===== src/rtl/pgc_regs.vh =====
/*
 * Constants for the power gating control block: register offsets,
 * field positions, writable masks, reset values and the idle count.
 * Assumes it is included by bare name into the pgc design files.
 */
`ifndef PGC_REGS_VH
`define PGC_REGS_VH

// Register offsets on the multiplexed address/data bus
`define PGC_OFF_CTRL_ZERO 8'hb0
`define PGC_OFF_CTRL_TWO 8'hb4

// Control register zero fields
`define PGC_Z_AUTO_PD_EN 1
`define PGC_Z_TURBO_OFF 3
`define PGC_Z_ARRAY_CLK_OFF 4
`define PGC_Z_MCELL_CLK_OFF 5
`define PGC_Z_WMASK 8'h3a

// Control register two fields
`define PGC_T_WR_OFF 2
`define PGC_T_RD_OFF 3
`define PGC_T_PSEN_OFF 4
`define PGC_T_ALE_OFF 5
`define PGC_T_WMASK 8'h3c

// Reset values: turbo on, every input connected, auto power-down off
`define PGC_RST_CTRL_ZERO 8'h00
`define PGC_RST_CTRL_TWO 8'h00

// Idle periods of the external clock before power-down
`define PGC_AUTO_PD_IDLE 4'hf

`endif


===== src/rtl/pgc_apd.v =====
/*
 * Automatic power-down unit: four-bit idle counter on the external clock.
 * Assumes all inputs are synchronous to sys_clk and the external clock
 * edge arrives as a one-cycle pulse.
 */
`timescale 1ns/10ps
`include "pgc_regs.vh"

module pgc_idle_down #(
    parameter CNT_W = 4
) (
    input wire sys_clk,
    input wire rst_b,
    input wire auto_pd_en,
    input wire clk_rise,
    input wire ale,
    input wire ale_rise,
    input wire csi_b,
    input wire dev_reset,
    output wire power_down
);

reg [CNT_W-1:0] idle_q;
reg down_q;

// Idle counter and power-down flag
always @(posedge sys_clk or negedge rst_b)
begin
    if (!rst_b)
    begin
        idle_q <= {CNT_W{1'b0}};
        down_q <= 1'b0;
    end
    else if (!auto_pd_en || ale_rise || !csi_b || dev_reset)
    begin
        idle_q <= {CNT_W{1'b0}};
        down_q <= 1'b0;
    end
    else if (ale)
    begin
        idle_q <= {CNT_W{1'b0}};
    end
    else if (clk_rise && !down_q)
    begin
        // Clock reaches the counter whatever the gating bits say
        if (idle_q == `PGC_AUTO_PD_IDLE - 4'h1)
            down_q <= 1'b1;
        idle_q <= idle_q + {{(CNT_W-1){1'b0}}, 1'b1};
    end
end

assign power_down = down_q;

endmodule // pgc_idle_down


===== src/rtl/pgc_gate.v =====
/*
 * Input gating toward the logic array and macrocells.
 * Assumes registered control bits and synchronous strobe inputs.
 */
`timescale 1ns/10ps
`include "pgc_regs.vh"

module pgc_gate (
    input wire [7:0] ctrl_zero,
    input wire [7:0] ctrl_two,
    input wire ext_clk,
    input wire clk_edge,
    input wire wr_b,
    input wire rd_b,
    input wire psen_b,
    input wire ale,
    output wire array_clk,
    output wire mcell_clk,
    output wire array_wake,
    output wire array_wr_b,
    output wire array_rd_b,
    output wire array_psen_b,
    output wire array_ale
);

// Clock to array and macrocells unless cut off
assign array_clk = ext_clk & ~ctrl_zero[`PGC_Z_ARRAY_CLK_OFF];
assign mcell_clk = ext_clk & ~ctrl_zero[`PGC_Z_MCELL_CLK_OFF];
// Clock transitions wake the array only with turbo on
assign array_wake = clk_edge & ~ctrl_zero[`PGC_Z_ARRAY_CLK_OFF]
    & ~ctrl_zero[`PGC_Z_TURBO_OFF];
// Disconnected strobes rest at their inactive level
assign array_wr_b = wr_b | ctrl_two[`PGC_T_WR_OFF];
assign array_rd_b = rd_b | ctrl_two[`PGC_T_RD_OFF];
assign array_psen_b = psen_b | ctrl_two[`PGC_T_PSEN_OFF];
assign array_ale = ale & ~ctrl_two[`PGC_T_ALE_OFF];

endmodule // pgc_gate


===== src/rtl/pgc_top.v =====
/*
 * Power gating control for the programmable logic section: chip-select
 * gating of the memories, two power control registers on the 8032
 * multiplexed bus, clock and strobe disconnects, turbo and auto power-down.
 * Assumes bus pins and the external clock are synchronous to sys_clk
 * (10 MHz) and slow enough to be sampled; ALE is active high, strobes low.
 * The external clock must hold each level for at least two sys_clk cycles.
 * Only the two mapped low-byte offsets are written or driven on reads.
 */
`timescale 1ns/10ps
`include "pgc_regs.vh"

// Notes on behaviour
// - Chip-select low enables flash, SRAM and I/O for reads and writes.
// - Chip-select high disables flash and SRAM.
// - Chip-select high also disables I/O; logic keeps running.
// - External clock feeds logic array and output macrocells.
// - Register zero bits 4 and 5 cut clock from array and macrocells.
// - With turbo on, each array clock transition powers up the array.
// - Register zero bit 1 enables auto power-down.
// - Register zero bit 3: zero turbo on, one turbo off.
// - Register two bits 2 to 5 cut write, read, PSEN, ALE from array.
// - Fifteen idle clock periods of ALE enter power-down.
// - ALE pulse, chip-select low or reset high leave power-down.
// - Clock cut-off never stops the power-down counter.
module pgc_top (
    input wire sys_clk,
    input wire rst_b,
    input wire dev_reset,
    input wire port_d_pin_two,
    input wire ext_logic_clock_in,
    input wire mcu_ale,
    input wire mcu_wr_b,
    input wire mcu_rd_b,
    input wire mcu_psen_b,
    input wire [7:0] mcu_ad_in,
    output reg [7:0] mcu_ad_out,
    output reg mcu_ad_oe,
    output reg mem_enable,
    output reg io_enable,
    output reg turbo_on,
    output reg power_down_flag,
    output reg array_clk_q,
    output reg mcell_clk_q,
    output reg array_wake_q,
    output reg array_wr_b_q,
    output reg array_rd_b_q,
    output reg array_psen_b_q,
    output reg array_ale_q
);

reg [7:0] ctrl_zero_q;
reg [7:0] ctrl_two_q;
reg [7:0] addr_q;
reg clk_prev_q;
reg ale_prev_q;
reg wr_prev_q;
reg edge_arm_q;
wire clk_edge;
wire clk_rise;
wire ale_rise;
wire wr_fall;
wire idle_down;
wire g_array_clk;
wire g_mcell_clk;
wire g_wake;
wire g_wr_b;
wire g_rd_b;
wire g_psen_b;
wire g_ale;
reg [7:0] rd_data;
reg rd_hit;

// Address match on the latched low byte
function hit;
    input [7:0] addr;
    input [7:0] off;
    begin
        hit = (addr == off);
    end
endfunction

// Edge detectors stay quiet for the first cycle after reset
always @(posedge sys_clk or negedge rst_b)
begin
    if (!rst_b)
        edge_arm_q <= 1'b0;
    else
        edge_arm_q <= 1'b1;
end

// Previous level of the external clock
always @(posedge sys_clk or negedge rst_b)
begin
    if (!rst_b)
        clk_prev_q <= 1'b0;
    else
        clk_prev_q <= ext_logic_clock_in;
end

// Previous level of the address latch strobe
always @(posedge sys_clk or negedge rst_b)
begin
    if (!rst_b)
        ale_prev_q <= 1'b0;
    else
        ale_prev_q <= mcu_ale;
end

// Previous level of the write strobe, idle high
always @(posedge sys_clk or negedge rst_b)
begin
    if (!rst_b)
        wr_prev_q <= 1'b1;
    else
        wr_prev_q <= mcu_wr_b;
end

// Edges between two samples; a pin already high at release is no edge
assign clk_edge = edge_arm_q & (ext_logic_clock_in ^ clk_prev_q);
assign clk_rise = edge_arm_q & ext_logic_clock_in & ~clk_prev_q;
assign ale_rise = edge_arm_q & mcu_ale & ~ale_prev_q;
assign wr_fall = edge_arm_q & ~mcu_wr_b & wr_prev_q;

// Address latch while ALE is high
always @(posedge sys_clk or negedge rst_b)
begin
    if (!rst_b)
        addr_q <= 8'h00;
    else if (mcu_ale)
        addr_q <= mcu_ad_in;
end

// Write taken on the first low sample of the strobe, address phase over
function wr_take;
    input fall;
    input ale_lvl;
    input [7:0] addr;
    input [7:0] off;
    begin
        wr_take = fall & ~ale_lvl & hit(addr, off);
    end
endfunction

// Power control register zero, unused bits stored as zero
always @(posedge sys_clk or negedge rst_b)
begin
    if (!rst_b)
        ctrl_zero_q <= `PGC_RST_CTRL_ZERO;
    else if (wr_take(wr_fall, mcu_ale, addr_q, `PGC_OFF_CTRL_ZERO))
        ctrl_zero_q <= mcu_ad_in & `PGC_Z_WMASK;
end

// Power control register two, unused bits stored as zero
always @(posedge sys_clk or negedge rst_b)
begin
    if (!rst_b)
        ctrl_two_q <= `PGC_RST_CTRL_TWO;
    else if (wr_take(wr_fall, mcu_ale, addr_q, `PGC_OFF_CTRL_TWO))
        ctrl_two_q <= mcu_ad_in & `PGC_T_WMASK;
end

// Read data select
always @*
begin
    rd_data = 8'h00;
    rd_hit = 1'b0;
    if (hit(addr_q, `PGC_OFF_CTRL_ZERO))
    begin
        rd_data = ctrl_zero_q;
        rd_hit = 1'b1;
    end
    else if (hit(addr_q, `PGC_OFF_CTRL_TWO))
    begin
        rd_data = ctrl_two_q;
        rd_hit = 1'b1;
    end
end

// Read data follows the selected register every cycle
always @(posedge sys_clk or negedge rst_b)
begin
    if (!rst_b)
        mcu_ad_out <= 8'h00;
    else
        mcu_ad_out <= rd_data;
end

// Drive the bus only while a mapped register is read
always @(posedge sys_clk or negedge rst_b)
begin
    if (!rst_b)
        mcu_ad_oe <= 1'b0;
    else
        mcu_ad_oe <= rd_hit & ~mcu_rd_b & ~mcu_ale;
end

// Auto power-down counter, fed by the ungated clock
pgc_idle_down #(
    .CNT_W(4)
) u_idle (
    .sys_clk(sys_clk),
    .rst_b(rst_b),
    .auto_pd_en(ctrl_zero_q[`PGC_Z_AUTO_PD_EN]),
    .clk_rise(clk_rise),
    .ale(mcu_ale),
    .ale_rise(ale_rise),
    .csi_b(port_d_pin_two),
    .dev_reset(dev_reset),
    .power_down(idle_down)
);

// Clock and strobe gating toward the logic
pgc_gate u_gate (
    .ctrl_zero(ctrl_zero_q),
    .ctrl_two(ctrl_two_q),
    .ext_clk(ext_logic_clock_in),
    .clk_edge(clk_edge),
    .wr_b(mcu_wr_b),
    .rd_b(mcu_rd_b),
    .psen_b(mcu_psen_b),
    .ale(mcu_ale),
    .array_clk(g_array_clk),
    .mcell_clk(g_mcell_clk),
    .array_wake(g_wake),
    .array_wr_b(g_wr_b),
    .array_rd_b(g_rd_b),
    .array_psen_b(g_psen_b),
    .array_ale(g_ale)
);

// Memory and I/O selects from chip-select
always @(posedge sys_clk or negedge rst_b)
begin
    if (!rst_b)
    begin
        mem_enable <= 1'b0;
        io_enable <= 1'b0;
    end
    else
    begin
        // Memories selected only with chip-select low and not powered down
        mem_enable <= ~port_d_pin_two & ~idle_down;
        io_enable <= ~port_d_pin_two;
    end
end

// Turbo and power-down status
always @(posedge sys_clk or negedge rst_b)
begin
    if (!rst_b)
    begin
        turbo_on <= 1'b1;
        power_down_flag <= 1'b0;
    end
    else
    begin
        turbo_on <= ~ctrl_zero_q[`PGC_Z_TURBO_OFF];
        power_down_flag <= idle_down;
    end
end

// Clock copies toward array and macrocells; chip-select plays no part
always @(posedge sys_clk or negedge rst_b)
begin
    if (!rst_b)
    begin
        array_clk_q <= 1'b0;
        mcell_clk_q <= 1'b0;
        array_wake_q <= 1'b0;
    end
    else
    begin
        array_clk_q <= g_array_clk;
        mcell_clk_q <= g_mcell_clk;
        array_wake_q <= g_wake;
    end
end

// Strobe copies toward the array, idle level when cut off
always @(posedge sys_clk or negedge rst_b)
begin
    if (!rst_b)
    begin
        array_wr_b_q <= 1'b1;
        array_rd_b_q <= 1'b1;
        array_psen_b_q <= 1'b1;
        array_ale_q <= 1'b0;
    end
    else
    begin
        array_wr_b_q <= g_wr_b;
        array_rd_b_q <= g_rd_b;
        array_psen_b_q <= g_psen_b;
        array_ale_q <= g_ale;
    end
end

endmodule // pgc_top


===== config.mk =====
export PLATFORM = sky130hd
export DESIGN_NAME = pgc_top
export DESIGN_NICKNAME = d
export VERILOG_FILES = /design/src/rtl/pgc_apd.v /design/src/rtl/pgc_gate.v /design/src/rtl/pgc_top.v
export VERILOG_INCLUDE_DIRS = /design/src /design/src/rtl
export SDC_FILE = /design/constraint.sdc
export NUM_CORES = 1
export LEC_CHECK = 0
export ABC_CLOCK_PERIOD_IN_PS = 4200
export BUFFER_PORTS_ARGS = -buffer_cell sky130_fd_sc_hd__buf_2
export CORE_UTILIZATION = 32
export CTS_BUF_LIST = sky130_fd_sc_hd__clkbuf_8
export DETAILED_ROUTE_END_ITERATION = 7
export PLACE_DENSITY_LB_ADDON = 0.08
export SKIP_LAST_GASP = 1
export SLEW_MARGIN = 20
export SYNTH_ARGS = -nofsm -noshare
export SYNTH_HDL_FRONTEND = slang
export SYNTH_SLANG_ARGS = --single-unit

===== constraint.sdc =====
create_clock -name sys_clk -period 4.2 [get_ports sys_clk]
set_input_delay 0.63 -clock sys_clk [delete_from_list [all_inputs] [get_ports sys_clk]]
set_output_delay 0.63 -clock sys_clk [all_outputs]
set_load 0.005 [all_outputs]

==> flow_summary.yaml <==
clock_network:
  tritoncts: "done"
  clock_latency_ps: 290
  cts_made_buffers: 5
  h-tree-depth: 2
  cts.sinks: 42
  cts_root_buffer: "clkbuf_8"
  clkTransAtPathRegs_ps: 80
  clockBufferDepth: 2
  cts_resized: 0
  cts_setup_buffers: 0
  hold_buffers: 0
setup_path:
  reg2reg_setup_slack_ps: 2660
  start_kind: "input port"
  endpoint_kind: "register"
  path_cells: "buf_2, and4bb_1, and4b_4, mux2_1"
  slowest_delay_ps: 340
  worstPathRequired_ps: 4380
  r2r_cells: 3
  crit_path_max_fanout: 15
  rr_startpoint: "addr_q[1]"
  slowest_stage: "mux2_1"
  r2r_end: "ctrl_zero_q[5]"
  cp.arrival_ps: 1790
  critPathKind: "in -> reg"
layout:
  seq_area_um2: 1060
  areaGrowthSynthToFinish_pct: 18.6
  diodes: 0
  fillers: 496
  nets: 172
  multi_input_comb_area_um2: 534
  drive_above_1_share: 0.403
drt:
  drc: 0
  vias: 981
  avgRoutedWirePerCell_um: 13.9
  drt_wl_total_mm: 3.06
  first_pass_iters: 4
  drtIter0Drc: 39
  antenna_left: 0
  via_per_inst: 4.44
die:
  ios: 37
  initial_core_util: 0.339
  core_um2: 4820
  dieArea_um2: 5390
  row_count: 25
  die_h_um: 73.4
  die_x_um: 73.4
placement:
  io_buffers: 33
  post-dp-hpwl_mm: 2.15
  place.gp.congestion: 0.734
  pre_cts_ws_ps: 2260
timing:
  report.final.slew_viol_count: 0
  setup_slack_ps: 2590
  hold_viol: 0
  worst_slew_pin_slew_ps: 936
  rsz0062_at_grt: "no"
  max_slew_margin: 0.376
  timing.fmax_mhz: 619
  min_period_ps: 1610
  timing.final.crit_share: 0.384
  finalSetupTns_ps: 0
  clock_skew_ps: 5.34
  setup_viol: 0
pwr:
  clkPwrFrac: 0.336
  pwr-share-comb: 0.067
  p_leak_uw: 0.000941
  powerDensity_nw_per_um2: 373
  vdd_drop_max_uv: 123
  p_seq_frac: 0.597
  swShare: 0.231
  intPower_uw: 556
  switchingPower_uw: 167
global_routing:
  grt_pass1_wl_mm: 5.00
  grt_usage: 0.131
  grt_max_degree: 43
  grt_pass1_vias: 984
  grt-ovfl-total: 0
  grt_antenna_before_repair: 0
logic_synthesis:
  syn_avg_cell_area_um2: 14.1
  syn_area_um2: 1630
  synthArstFlopShare: 1.00
  yosys_warnings: 0
  ys.flop_type: "dfrtp_1"
  synth_cells: 116
  ys_seq_elements: 42
  synth-seq-area-share: 0.648
  synth_edf_count: 0
  yosysUniqueCellTypes: 32
hold_path:
  min_to: "power_down_flag"
  hold_path.startpoint: "u_idle.power_down"
  holdPathStages: 0
  holdCritPathClass: "reg -> reg"
status:
  status: "finished, final reports clean"
job:
  maxCapViolCount: 0
## power by group through the flow
stage | Sequential [uW] | Clock (uW) | Combinational [uW]
after floorplan | 436 | 0 | 26.9
after global placement | 439 | 0 | 49.1
after detailed placement | 440 | 0 | 49.6
after CTS | 432 | 249 | 49.9
after global routing | 434 | 272 | 54.3
final | 432 | 243 | 48.3
## Yosys cell counts (2+ instances only)
library cell / number / area share
dfrtp_1: 37 / 0.57
mux2_2: 12 / 0.083
nor2_1: 6 / 0.014
dfstp_2: 5 / 0.081
nand2_1: 5 / 0.012
inv_1: 4 / 0.0092
mux2_1: 4 / 0.028
or2_2: 4 / 0.015
a21oi_1: 3 / 0.0092
buf_4: 3 / 0.014
mux2i_1: 3 / 0.018
nor2b_1: 3 / 0.012
o21ai_0: 3 / 0.0092
or3_1: 3 / 0.012
conb_1: 2 / 0.0046
ha_1: 2 / 0.015
xnor2_1: 2 / 0.011
## through the flow
step	total power [uW]	hold slack (ps)	cells	cell area, um2	util
6_report	723	437	221	1940	0.402
5_1_grt	760	447	221	1940	0.402
4_1_cts	731	441	221	1940	0.402
3_5_place_dp	489	424	213	1860	0.385
3_3_place_gp	489	408	213	1860	0.385
2_1_floorplan	463	334	118	1640	-
## per-layer routing
| layer | GRT usage | vias to the layer above | share of wire |
|---|---|---|---|
| li1 | - | 463 | - |
| met1 | 0.175 | 484 | 0.48 |
| met2 | 0.186 | 29 | 0.44 |
| met3 | 0.0357 | 5 | 0.057 |
| met4 | 0.0833 | 0 | 0.020 |
| met5 | 0 | - | 0 |
## how the worst max path moves through the flow
stage | startpoint | endpoint | slack (ps)
3_3_place_gp | mcu_ale | ctrl_zero_q[5] | 2300
2_1_floorplan | mcu_wr_b | ctrl_zero_q[1] | 2590
4_1_cts | mcu_ale | ctrl_zero_q[5] | 2580
6_report | mcu_ale | ctrl_zero_q[5] | 2590
3_5_place_dp | mcu_ale | ctrl_zero_q[5] | 2260
5_1_grt | mcu_ale | ctrl_zero_q[5] | 2560
## cells in the final DEF (no fill, tap or decap), drive strengths merged
master,n
nor2,6
dfrtp,37
clkbuf,5
xnor2,2
or3,3
mux2,16
inv,7
o21ai,3
conb,4
a21oi,3
nand4bb,1
buf,33
nor2b,3
and4b,1
a211oi,1
nor3b,1
and3b,1
nand4,2
nor4bb,1
or2,4
nor3,1
nor4b,2
dfstp,5
nand2,5
nand3,1
and4bb,1
ha,2
mux2i,3
## sequential cells by signal (all words and copies together), names as in the netlist, 4 cells and up
register	flops
mcu_ad_out	5
addr_q	8
ctrl_two_q	4
u_idle.idle_q	4
ctrl_zero_q	4
## final cells by class
type,count,share of cell area
sequential,42,0.546
multi-input combinational,67,0.276
timing repair buffer,33,0.0853
tap,67,0.0433
clock buffer,5,0.0356
inverter,4,0.00776
clock inverter,3,0.00582
## cell families (layout without fill, tap and decap cells)
logic type | Yosys count | count (layout) | synth area share
AO/OA/AOI/OAI | 7 | 7 | 0.0230
XOR/XNOR | 2 | 2 | 0.0107
adder cells (fa/ha/maj) | 2 | 2 | 0.0153
buffers and inverters | 9 | 45 | 0.0291
flip-flops | 42 | 42 | 0.648
multiplexers | 19 | 19 | 0.129
other | 2 | 4 | 0.00460
AND/OR/NAND/NOR | 33 | 33 | 0.140
## worst max-delay path, delay by kind of cell
family / cells / cell delay (ps)
AND/OR/NAND/NOR: 2 / 610
buffers and inverters: 1 / 200
multiplexers: 1 / 340
No activity file was read; power rests on OpenSTA's default activity.
